**config.mk**
```make
export PLATFORM = sky130hd
export DESIGN_NAME = tcc_top
export DESIGN_NICKNAME = d
export VERILOG_FILES = /design/src/inc/tcc_pkg.sv /design/src/rtl/tcc_top.sv
export VERILOG_INCLUDE_DIRS = /design/src /design/src/inc
export SDC_FILE = /design/constraint.sdc
export NUM_CORES = 1
export LEC_CHECK = 0
export ABC_AREA = 0
export BUFFER_PORTS_ARGS = -buffer_cell sky130_fd_sc_hd__buf_2
export CAP_MARGIN = 20
export CORE_MARGIN = 1
export CORE_UTILIZATION = 60
export DETAILED_ROUTE_END_ITERATION = 8
export HOLD_SLACK_MARGIN = 0.1
export PLACE_DENSITY = 0.79
export REMOVE_ABC_BUFFERS = 1
export SYNTH_ARGS = -nofsm -noshare
export SYNTH_HDL_FRONTEND = slang
export SYNTH_SLANG_ARGS = --single-unit
```
**constraint.sdc**
```tcl
create_clock -name I_REF_CLK -period 11.2 [get_ports I_REF_CLK]
set_input_delay 0 -clock I_REF_CLK [delete_from_list [all_inputs] [get_ports I_REF_CLK]]
set_output_delay 0 -clock I_REF_CLK [all_outputs]
set_load 0.01 [all_outputs]
```
**src/inc/tcc_map.svh**
```systemverilog
`ifndef TCC_MAP_SVH
`define TCC_MAP_SVH
// ****************************************
// register offsets (byte addresses)
// ****************************************
`define TCC_CTL_BASE 8'h00
`define TCC_CCR_BASE 8'h10
`define TCC_IV_ADDR 8'h20
`define TCC_OVF_ADDR 8'h22
`define TCC_STRIDE 8'h02
// ****************************************
// channel control fields
// ****************************************
`define TCC_F_FLAG 0
`define TCC_F_COV 1
`define TCC_F_OUT 2
`define TCC_F_LVL 3
`define TCC_F_IE 4
`define TCC_F_MODE 5
`define TCC_F_CAP 8
`define TCC_F_LATCH 10
`define TCC_F_SCS 11
`define TCC_F_INSEL 12
`define TCC_F_EDGE 14
// overflow control fields
`define TCC_F_OVF_FLAG 0
`define TCC_F_OVF_IE 1
// ****************************************
// encodings
// ****************************************
`define TCC_EDGE_RISE 2'h1
`define TCC_EDGE_FALL 2'h2
`define TCC_EDGE_BOTH 2'h3
`define TCC_SEL_A 2'h0
`define TCC_SEL_B 2'h1
`define TCC_SEL_LOW 2'h2
`define TCC_SEL_HIGH 2'h3
`define TCC_OM_OUTBIT 3'h0
`define TCC_OM_SET 3'h1
`define TCC_OM_TOG_RST 3'h2
`define TCC_OM_SET_RST 3'h3
`define TCC_OM_TOGGLE 3'h4
`define TCC_OM_RESET 3'h5
`define TCC_OM_TOG_SET 3'h6
`define TCC_OM_RST_SET 3'h7
`define TCC_IV_NONE 16'h0000
`define TCC_IV_OVF 16'h000a
// ****************************************
// reset values
// ****************************************
`define TCC_RST_WORD 16'h0000
`endif

```
**src/inc/tcc_pkg.sv**
```systemverilog
`default_nettype none
package tcc_pkg;
	// one capture/compare channel
	typedef struct packed {
		logic [1:0] edge_sel;
		logic [1:0] in_sel;
		logic scs;
		logic latched;
		logic cap;
		logic [2:0] mode;
		logic ie;
		logic out;
		logic cov;
		logic flag;
		logic [15:0] ccr;
		logic unread;
		logic prev_src;
		logic pend;
		logic [2:0] sync_a;
		logic [2:0] sync_b;
		logic filt_a;
		logic filt_b;
	} tcc_ch_t;

	// register port request
	typedef struct packed {
		logic [7:0] addr;
		logic [15:0] wdata;
		logic wr;
		logic rd;
	} tcc_bus_t;
endpackage : tcc_pkg
`default_nettype wire

```
**src/rtl/tcc_top.sv**
```systemverilog
// Contract
// - capture_select 1 selects capture mode, 0 selects compare mode
// - capture source from input_a or input_b; edge select rising/falling/both
// - input_select 00 a, 01 b, 10 constant low, 11 constant high
// - selected edge copies timer_count to channel_register, sets channel_flag
// - input_level reads current selected source level in every mode
// - sync_capture delays capture by one I_REF_CLK cycle, whether or not I_COUNT_TICK is set
// - capture_overrun set on second unread capture, cleared by software only
// - toggling input_select_bit0 with both edges captures on each change
// - compare match sets flag, pulses channel_match, drives output, latches level
// - channel_register writes take effect at once, no buffering
// - channel_output changes on rising clock edge in modes 1 to 7
// - mode 000 output follows software output bit
// - mode 001 sets output on channel match
// - mode 010 toggle/clear, mode 011 set/clear on channel/period match
// - mode 110 toggle/set, mode 111 clear/set on channel/period match
// - mode 100 toggles output on every channel match
// - mode 101 clears output on channel match
// - matches act on equality in either count direction
// - software may set or clear flags; irq needs channel and global enable
// - channel 0 flag has own request, cleared when serviced
// - vector shows highest enabled pending source only
// - vector codes 00 none, 02..08 channels 1..4, 0a overflow
// - any vector access clears highest pending flag
`timescale 1ns/10ps
`default_nettype none
`include "tcc_map.svh"
module tcc_top #(
	parameter int NCH = 5
) (
	// clock and reset
	input wire logic I_REF_CLK,
	input wire logic I_RESETN,
	// register port
	input wire logic [7:0] I_ADDR,
	input wire logic [15:0] I_WDATA,
	input wire logic I_WR,
	input wire logic I_RD,
	output logic [15:0] O_RDATA,
	// timer counter side
	input wire logic [15:0] I_TIMER_COUNT,
	input wire logic I_COUNT_TICK,
	input wire logic I_OVERFLOW,
	// interrupt side
	input wire logic I_GLOBAL_IRQ_EN,
	input wire logic I_CH0_ACK,
	output logic O_IRQ_CH0,
	output logic O_IRQ_VEC,
	// capture inputs
	input wire logic [NCH-1:0] I_INPUT_A,
	input wire logic [NCH-1:0] I_INPUT_B,
	// channel outputs
	output logic [NCH-1:0] O_CH_OUT,
	output logic [NCH-1:0] O_CH_MATCH,
	output logic O_PERIOD_MATCH
);

	// ****************************************
	// state
	// ****************************************
	typedef struct packed {
		tcc_pkg::tcc_ch_t [NCH-1:0] ch;
		logic ovf_flag;
		logic ovf_ie;
		logic [15:0] rdata;
		logic irq0;
		logic irqv;
		logic [NCH-1:0] match;
		logic pmatch;
	} tcc_state_t;

	tcc_state_t state_reg;
	tcc_state_t state_next;
	tcc_pkg::tcc_bus_t bus;
	logic [1:0] rst_sync_reg;
	logic rst_n;

	// bus request bundle
	assign bus.addr = I_ADDR;
	assign bus.wdata = I_WDATA;
	assign bus.wr = I_WR;
	assign bus.rd = I_RD;

	// ****************************************
	// functions
	// ****************************************

	// highest enabled pending vector code
	function automatic logic [15:0] vec_code(
		input logic [NCH-1:0] pf,
		input logic po
	);
		logic [15:0] c;
		c = po ? `TCC_IV_OVF : `TCC_IV_NONE;
		for (int i = NCH - 1; i >= 1; i--) begin
			if (pf[i]) begin
				c = 16'(2 * i); // lowest channel wins
			end
		end
		return c;
	endfunction : vec_code

	// enabled pending channel flags, channels 1 up
	function automatic logic [NCH-1:0] vec_pend(
		input tcc_state_t s
	);
		logic [NCH-1:0] p;
		p = '0;
		for (int i = 1; i < NCH; i++) begin
			p[i] = s.ch[i].flag & s.ch[i].ie; // disabled ignored
		end
		return p;
	endfunction : vec_pend

	// capture source select
	function automatic logic src_level(
		input tcc_pkg::tcc_ch_t c
	);
		logic l;
		l = 1'b0;
		unique case (c.in_sel)
			`TCC_SEL_A: l = c.filt_a;
			`TCC_SEL_B: l = c.filt_b;
			`TCC_SEL_LOW: l = 1'b0;
			`TCC_SEL_HIGH: l = 1'b1;
		endcase
		return l;
	endfunction : src_level

	// ****************************************
	// reset release
	// ****************************************

	// two stage reset release
	always_ff @(posedge I_REF_CLK or negedge I_RESETN) begin
		if (!I_RESETN) begin
			rst_sync_reg <= 2'h0;
		end else begin
			rst_sync_reg <= {rst_sync_reg[0], 1'b1};
		end
	end
	assign rst_n = rst_sync_reg[1];

	// ****************************************
	// next state
	// ****************************************

	// channels, vector and read data
	always_comb begin
		logic [15:0] code;
		logic [7:0] ctl_a;
		logic [7:0] ccr_a;
		logic iv_hit;
		logic src;
		logic rise;
		logic fall;
		logic trig;
		logic cap_evt;
		logic m;
		logic pm;
		logic ccr_rd;
		logic [2:0] md;
		code = vec_code(vec_pend(state_reg),
			state_reg.ovf_flag & state_reg.ovf_ie);
		ctl_a = 8'h00;
		ccr_a = 8'h00;
		src = 1'b0;
		rise = 1'b0;
		fall = 1'b0;
		trig = 1'b0;
		cap_evt = 1'b0;
		m = 1'b0;
		ccr_rd = 1'b0;
		md = 3'h0;
		iv_hit = (bus.wr | bus.rd) && bus.addr == `TCC_IV_ADDR;
		state_next = state_reg;
		state_next.rdata = 16'h0000;
		state_next.match = '0;
		// period match from channel 0 compare value
		pm = I_COUNT_TICK
			&& I_TIMER_COUNT == state_reg.ch[0].ccr;
		state_next.pmatch = pm;

		// overflow control word
		if (bus.wr && bus.addr == `TCC_OVF_ADDR) begin
			state_next.ovf_flag = bus.wdata[`TCC_F_OVF_FLAG];
			state_next.ovf_ie = bus.wdata[`TCC_F_OVF_IE];
		end
		if (bus.rd && bus.addr == `TCC_OVF_ADDR) begin
			state_next.rdata[`TCC_F_OVF_FLAG] = state_reg.ovf_flag;
			state_next.rdata[`TCC_F_OVF_IE] = state_reg.ovf_ie;
		end
		// vector read answers the current code
		if (bus.rd && bus.addr == `TCC_IV_ADDR) begin
			state_next.rdata = code;
		end
		// vector access clears highest pending flag
		if (iv_hit && code == `TCC_IV_OVF) begin
			state_next.ovf_flag = 1'b0;
		end

		for (int i = 0; i < NCH; i++) begin
			ctl_a = 8'(`TCC_CTL_BASE + i * `TCC_STRIDE);
			ccr_a = 8'(`TCC_CCR_BASE + i * `TCC_STRIDE);
			// three stage input synchronisers
			state_next.ch[i].sync_a = {state_reg.ch[i].sync_a[1:0],
				I_INPUT_A[i]};
			state_next.ch[i].sync_b = {state_reg.ch[i].sync_b[1:0],
				I_INPUT_B[i]};
			// accept a level once stages two and three agree
			if (state_reg.ch[i].sync_a[1] == state_reg.ch[i].sync_a[2]) begin
				state_next.ch[i].filt_a = state_reg.ch[i].sync_a[2];
			end
			if (state_reg.ch[i].sync_b[1] == state_reg.ch[i].sync_b[2]) begin
				state_next.ch[i].filt_b = state_reg.ch[i].sync_b[2];
			end

			// edge detect on the selected source
			src = src_level(state_reg.ch[i]);
			rise = src & ~state_reg.ch[i].prev_src;
			fall = ~src & state_reg.ch[i].prev_src;
			state_next.ch[i].prev_src = src;
			unique case (state_reg.ch[i].edge_sel)
				`TCC_EDGE_RISE: trig = rise;
				`TCC_EDGE_FALL: trig = fall;
				`TCC_EDGE_BOTH: trig = rise | fall;
				default: trig = 1'b0;
			endcase
			// sync_capture holds the event one clock
			state_next.ch[i].pend = state_reg.ch[i].cap
				& state_reg.ch[i].scs & trig;
			cap_evt = state_reg.ch[i].cap & (state_reg.ch[i].scs ?
				state_reg.ch[i].pend : trig);
			// compare match while counting
			m = I_COUNT_TICK && !state_reg.ch[i].cap
				&& I_TIMER_COUNT == state_reg.ch[i].ccr;
			state_next.match[i] = m;

			// register reads
			if (bus.rd && bus.addr == ctl_a) begin
				state_next.rdata = {state_reg.ch[i].edge_sel,
					state_reg.ch[i].in_sel, state_reg.ch[i].scs,
					state_reg.ch[i].latched, 1'b0, state_reg.ch[i].cap,
					state_reg.ch[i].mode, state_reg.ch[i].ie,
					src, state_reg.ch[i].out,
					state_reg.ch[i].cov, state_reg.ch[i].flag};
			end
			ccr_rd = bus.rd && bus.addr == ccr_a;
			if (ccr_rd) begin
				state_next.rdata = state_reg.ch[i].ccr;
				state_next.ch[i].unread = 1'b0;
			end

			// software writes
			if (bus.wr && bus.addr == ctl_a) begin
				state_next.ch[i].edge_sel = bus.wdata[`TCC_F_EDGE +: 2];
				state_next.ch[i].in_sel = bus.wdata[`TCC_F_INSEL +: 2];
				state_next.ch[i].scs = bus.wdata[`TCC_F_SCS];
				state_next.ch[i].cap = bus.wdata[`TCC_F_CAP];
				state_next.ch[i].mode = bus.wdata[`TCC_F_MODE +: 3];
				state_next.ch[i].ie = bus.wdata[`TCC_F_IE];
				state_next.ch[i].out = bus.wdata[`TCC_F_OUT];
				state_next.ch[i].cov = bus.wdata[`TCC_F_COV];
				state_next.ch[i].flag = bus.wdata[`TCC_F_FLAG];
			end
			if (bus.wr && bus.addr == ccr_a) begin
				state_next.ch[i].ccr = bus.wdata;
			end

			// automatic clears, before hardware sets
			if (i == 0 && I_CH0_ACK) begin
				state_next.ch[i].flag = 1'b0;
			end
			if (i != 0 && iv_hit && code == 16'(2 * i)) begin
				state_next.ch[i].flag = 1'b0;
			end

			// capture event
			if (cap_evt) begin
				state_next.ch[i].ccr = I_TIMER_COUNT;
				state_next.ch[i].flag = 1'b1;
				state_next.ch[i].unread = 1'b1;
				if (state_reg.ch[i].unread && !ccr_rd) begin
					state_next.ch[i].cov = 1'b1;
				end
			end

			// compare event
			if (m) begin
				state_next.ch[i].flag = 1'b1;
				state_next.ch[i].latched = src;
			end

			// output unit, acts on the clock edge
			md = state_reg.ch[i].mode;
			unique case (md)
				`TCC_OM_OUTBIT: begin
				end
				`TCC_OM_SET: begin
					if (m) state_next.ch[i].out = 1'b1;
				end
				`TCC_OM_TOG_RST: begin
					if (m) state_next.ch[i].out = ~state_reg.ch[i].out;
					else if (pm) state_next.ch[i].out = 1'b0;
				end
				`TCC_OM_SET_RST: begin
					if (m) state_next.ch[i].out = 1'b1;
					else if (pm) state_next.ch[i].out = 1'b0;
				end
				`TCC_OM_TOGGLE: begin
					if (m) state_next.ch[i].out = ~state_reg.ch[i].out;
				end
				`TCC_OM_RESET: begin
					if (m) state_next.ch[i].out = 1'b0;
				end
				`TCC_OM_TOG_SET: begin
					if (m) state_next.ch[i].out = ~state_reg.ch[i].out;
					else if (pm) state_next.ch[i].out = 1'b1;
				end
				`TCC_OM_RST_SET: begin
					if (m) state_next.ch[i].out = 1'b0;
					else if (pm) state_next.ch[i].out = 1'b1;
				end
			endcase
		end

		// overflow event wins over any clear
		if (I_OVERFLOW) begin
			state_next.ovf_flag = 1'b1;
		end

		// interrupt requests from the new flags
		state_next.irq0 = state_next.ch[0].flag & state_next.ch[0].ie
			& I_GLOBAL_IRQ_EN;
		state_next.irqv = (|vec_pend(state_next)
			| (state_next.ovf_flag & state_next.ovf_ie))
			& I_GLOBAL_IRQ_EN;
	end

	// ****************************************
	// state register
	// ****************************************

	// all block state
	always_ff @(posedge I_REF_CLK or negedge rst_n) begin
		if (!rst_n) begin
			state_reg <= '0;
		end else begin
			state_reg <= state_next;
		end
	end

	// ****************************************
	// outputs
	// ****************************************

	// flop driven outputs
	always_comb begin
		O_RDATA = state_reg.rdata;
		O_IRQ_CH0 = state_reg.irq0;
		O_IRQ_VEC = state_reg.irqv;
		O_CH_MATCH = state_reg.match;
		O_PERIOD_MATCH = state_reg.pmatch;
		for (int i = 0; i < NCH; i++) begin
			O_CH_OUT[i] = state_reg.ch[i].out;
		end
	end

endmodule : tcc_top
`default_nettype wire

```
# Word-level counts from Yosys, hierarchy flattened
# Index checks and enable logic that the tools add are counted.
# op_classes
n_eq_ne	96
n_mux	120
bitwise_logic	60
n_reduce_logical	72
# ops
cell	count
16-bit 2-to-1 mux	20
19-bit 2-to-1 mux	5
16-bit == test	5
1-bit 2-to-1 mux	72
3-bit == test (second input constant)	20
1-bit logical AND	45
2-bit == test (second input constant)	20
8-bit by 5-bit == test with 1-bit output (second input constant)	5
1-bit bitwise AND	38
1-bit case mux with 7 select lines	5
16-bit by 3-bit == test with 1-bit output (second input constant)	2
16-bit by 4-bit == test with 1-bit output (second input constant)	2
3-bit by 2-bit == test with 1-bit output (second input constant)	10
4-bit 2-to-1 mux	6
2-bit by 1-bit == test with 1-bit output (second input constant)	10
1-bit case mux with 4 select lines	5
2-bit nonzero test	10
16-bit by 2-bit == test with 1-bit output (second input constant)	1
8-bit by 3-bit == test with 1-bit output (second input constant)	2
8-bit by 6-bit == test with 1-bit output (second input constant)	2
3-bit by 1-bit == test with 1-bit output (second input constant)	5
1-bit NOT	15
1-bit case mux with 3 select lines	5
1-bit == test	10
other kinds (8)	28
# word_totals
register_bits	233
inputBits	58
output_inout_bits	29

# Logic depth before layout (Yosys ltp)
# logic_depth
ltp_word	17
ltp_mapped	11
ltp_nobuf	10

# Worst setup path after synthesis
# OpenSTA, ideal clock, no wires.
# synth_path
path_kind	reg2reg
startpoint	reg state_reg[105] (netlist name)
endpoint	reg state_reg, in the netlist O_IRQ_VEC
setup_time_ns	0.134
arrival_ns	2.266
slack_ns	8.800
stages_incl_launch_ff	11
n_path_buf	0
cell_sequence	dfrtp_1 -> o21ai_0 -> o21ai_0 -> ha_1 -> nor2b_1 -> o21ai_0 -> o31ai_1 -> o211a_1 -> or3_1 -> a222oi_1 -> a21boi_1
# synth_rtl
element	line	rtl
start, declared	tcc_top.sv:72	tcc_state_t state_reg;
start signal, assigned	tcc_top.sv:349	state_reg <= state_next;

==> flow_summary.json <==
{
  "die_area_sq_mm": 0.0208,
  "r2r-start": "state_reg[187]",
  "ant_nets": 0,
  "antenna_found_initial": 0,
  "dieWidth_um": 144,
  "highest_layer": "met4",
  "post_cts_buffers": 0,
  "synth_top_cell_area_share_pct": 48.1,
  "utilization_pct": 71.5,
  "endpoint_kind": "flop",
  "yosys.area_share.xor_xnor_pct": 5.78,
  "dr.pass1.iters": 9,
  "wl_met2_um": 16300,
  "grt_max_degree": 70,
  "period_share_pct": 32.6,
  "antennaDiodeCount": 0,
  "wl_um": 36300,
  "pwr-share-seq_pct": 47.0,
  "path_max_fanout": 34,
  "fp.coreArea_sq_mm": 0.0197,
  "p_total_mw": 2.09,
  "avgSynthCellArea_sq_um": 10.5,
  "power-per-cell-area_mw_per_mm2": 149,
  "globalplace.congestion": 0.950,
  "cts.sinks": 233,
  "ios": 87,
  "grt_usage_pct": 35.9,
  "worstHoldStart": "I_INPUT_B[4]",
  "drv_slew": 0,
  "synth_warnings": 0,
  "cts_made_buffers": 25,
  "pre_cts_slack_ns": 8.20,
  "synth_edf_count": 0,
  "largest_reg_flops": 182,
  "holdWs_ns": 0.110,
  "startpoint_type": "flop",
  "nFillCells": 1443,
  "initial_core_util_pct": 61.7,
  "status": "complete, no violations",
  "cts_root_buf": "clkbuf_16",
  "clk_pin_slew_ns": 0.06,
  "synthSimpleGateAreaFrac_pct": 12.1,
  "wl_per_cell_um": 23.7,
  "ys_dominant_reg_cell": "dfrtp_1",
  "drc": 0,
  "clockBufferDepth": 3,
  "dp_hpwl_um": 23700,
  "vias_per_cell": 6.44,
  "fmax_mhz": 274,
  "yosysSeqAreaShare_pct": 48.1,
  "p_sw_mw": 0.558,
  "m1WireLength_um": 14400,
  "insertion_delay_ns": 0.53,
  "grt_overflow": 0,
  "syn_to_final_growth_pct": 15.8,
  "clock_skew_ns": 0.0179,
  "yosys.area.top_type": "dfrtp_1",
  "synthAdderAreaFrac_pct": 1.44,
  "arrival_ns": 4.06,
  "min_period_ns": 3.65,
  "grt_pass1_vias": 9521,
  "finalWorstSetupSlack_ns": 7.55,
  "rsz0062_at_grt": "no",
  "synth_top_family_by_area": "multiplexers",
  "async_flop_share_pct": 100,
  "max_slew_margin_pct": 20.3,
  "ys_top_cells_by_area": "dfrtp_1 48%, mux2i_1 8.1%, mux2_2 5.8%",
  "synth_compound_area_share_pct": 13.6,
  "synth_area_sq_mm": 0.0121,
  "reg2reg_depth": 11,
  "synth_mux_area_share_pct": 13.9,
  "power_frac_clock_pct": 40.1,
  "die_h_um": 144,
  "setup_viol": 0,
  "synthCells": 1156,
  "dr_wl_met3_um": 3970,
  "finalSetupTns_ns": 0,
  "drt-initial-drc-count": 1300,
  "ys_ff_latch": 233,
  "tightest_slew_ns": 1.19,
  "crit_start": "state_reg[187]",
  "hold_viol": 0,
  "final_nets": 1313,
  "p_int_mw": 1.53,
  "required_ns": 11.60,
  "cts_tree": "yes",
  "hp-class": "in2reg",
  "comb_power_share_pct": 13.0,
  "drive_above_1_share_pct": 17.4,
  "cts_max_level": 1,
  "grt_pass1_wl_um": 55400,
  "routed-via-count": 9861,
  "drv_cap": 0,
  "postCtsHoldBufs": 74,
  "portBuffers": 86,
  "power_leakage_nw": 6.92,
  "rows": 51,
  "worstSetupPathType": "reg2reg",
  "switching_share_pct": 26.7,
  "min_path_cells": 2,
  "ctsResizeCount": 0,
  "ir_drop_mv": 0.115,
  "ys_types": 72
}
-- routing by layer --
metal  GRT usage [%]  vias up
met5               0        -
met4            15.6        0
met3            6.39      129
met2            55.7      662
met1            49.5     4760
li1                -     4310
-- cell type report --
cell class / instances / area [sq um] / share of cell area, %
sequential: 233 / 5830 / 41.5
multi-input combinational: 803 / 5700 / 40.5
timing repair buffer: 175 / 1320 / 9.42
clock buffer: 36 / 707 / 5.03
tap: 265 / 332 / 2.36
clock inverter: 8 / 115 / 0.819
inverter: 11 / 41.3 / 0.294
-- synth_stat cells (15+ instances only) --
cell      count
a21oi_1      48
a222oi_1     16
o21ai_0     100
mux2i_1      98
mux2_2       63
nor2_1       50
buf_2        32
xnor2_1      32
nand3_1      21
nand2_1     115
nor4_1       15
clkbuf_1     41
dfrtp_1     233
xor2_1       48
buf_4        30
-- placed cells by master, fill, tap and decap left out, types with 6 or more instances in the layout --
| cell | netlist | final |
|---|---|---|
| nor3_1 | 14 | 14 |
| o31ai_1 | 6 | 6 |
| xnor2_1 | 32 | 32 |
| nor4_1 | 15 | 15 |
| a21boi_0 | 12 | 12 |
| nor2_1 | 50 | 50 |
| dlygate4sd3_1 | 0 | 74 |
| mux2_2 | 63 | 63 |
| clkbuf_1 | 41 | 7 |
| a21oi_1 | 48 | 48 |
| clkbuf_16 | 0 | 25 |
| nand3_1 | 21 | 21 |
| nor2b_1 | 9 | 9 |
| a221oi_1 | 6 | 6 |
| buf_4 | 30 | 12 |
| xor2_1 | 48 | 48 |
| mux2i_1 | 98 | 98 |
| buf_2 | 32 | 86 |
| o21ai_0 | 100 | 100 |
| a222oi_1 | 16 | 16 |
| a221o_1 | 9 | 9 |
| a22oi_1 | 8 | 8 |
| maj3_1 | 10 | 10 |
| ha_1 | 6 | 6 |
| dfrtp_1 | 233 | 232 |
| nand2_1 | 115 | 115 |
| a31oi_1 | 6 | 6 |
| and3_1 | 8 | 8 |
| nand2b_1 | 14 | 14 |
| inv_1 | 11 | 11 |
| o22ai_1 | 11 | 11 |
-- cells by family (layout without fill, tap and decap cells) --
logic type,Yosys count,after routing
flip-flops,233,233
adder cells (fa/ha/maj),16,16
other,1,1
multiplexers,161,161
buffers and inverters,120,230
XOR/XNOR,80,80
AO/OA/AOI/OAI,259,259
AND/OR/NAND/NOR,286,286
-- power groups by stage --
stage / Combinational (mW) / Sequential [mW] / Clock (mW)
finish: 0.271 / 0.982 / 0.838
global route: 0.293 / 0.988 / 0.873
CTS: 0.266 / 0.978 / 0.844
detailed placement: 0.240 / 0.992 / 0
global placement: 0.234 / 0.990 / 0
floorplan: 0.139 / 0.981 / 0
-- metrics by stage --
stage	instances	area (sq um)
global placement	1410	12400
detailed placement	1412	12500
finish	1531	14000
floorplan	1047	11600
global route	1531	14000
CTS	1530	14000
-- critical path: stages, from the launching register on --
cell and delay, ns:
dfrtp_1 0.42, o21ai_0 0.23, o21ai_1 0.18, ha_1 0.31, nor2b_1 0.04, o21ai_0 0.15
o31ai_1 0.10, o211a_1 0.67, or3_1 0.56, a22oi_1 0.19, a21boi_1 0.08, dlygate4sd3_1 0.58
-- worst paths after layout --
check | end | slack (ns)
max in group asynchronous | O_CH_MATCH[0] | 8.82
worst max-delay path | O_IRQ_VEC | 7.55
worst min-delay path | state_next[193] | 0.11
worst max register to register | O_IRQ_VEC | 7.55
min in group asynchronous | state_next[193] | 0.27
worst min register to register | state_next[193] | 0.27
(Power assumes the default switching activity.)
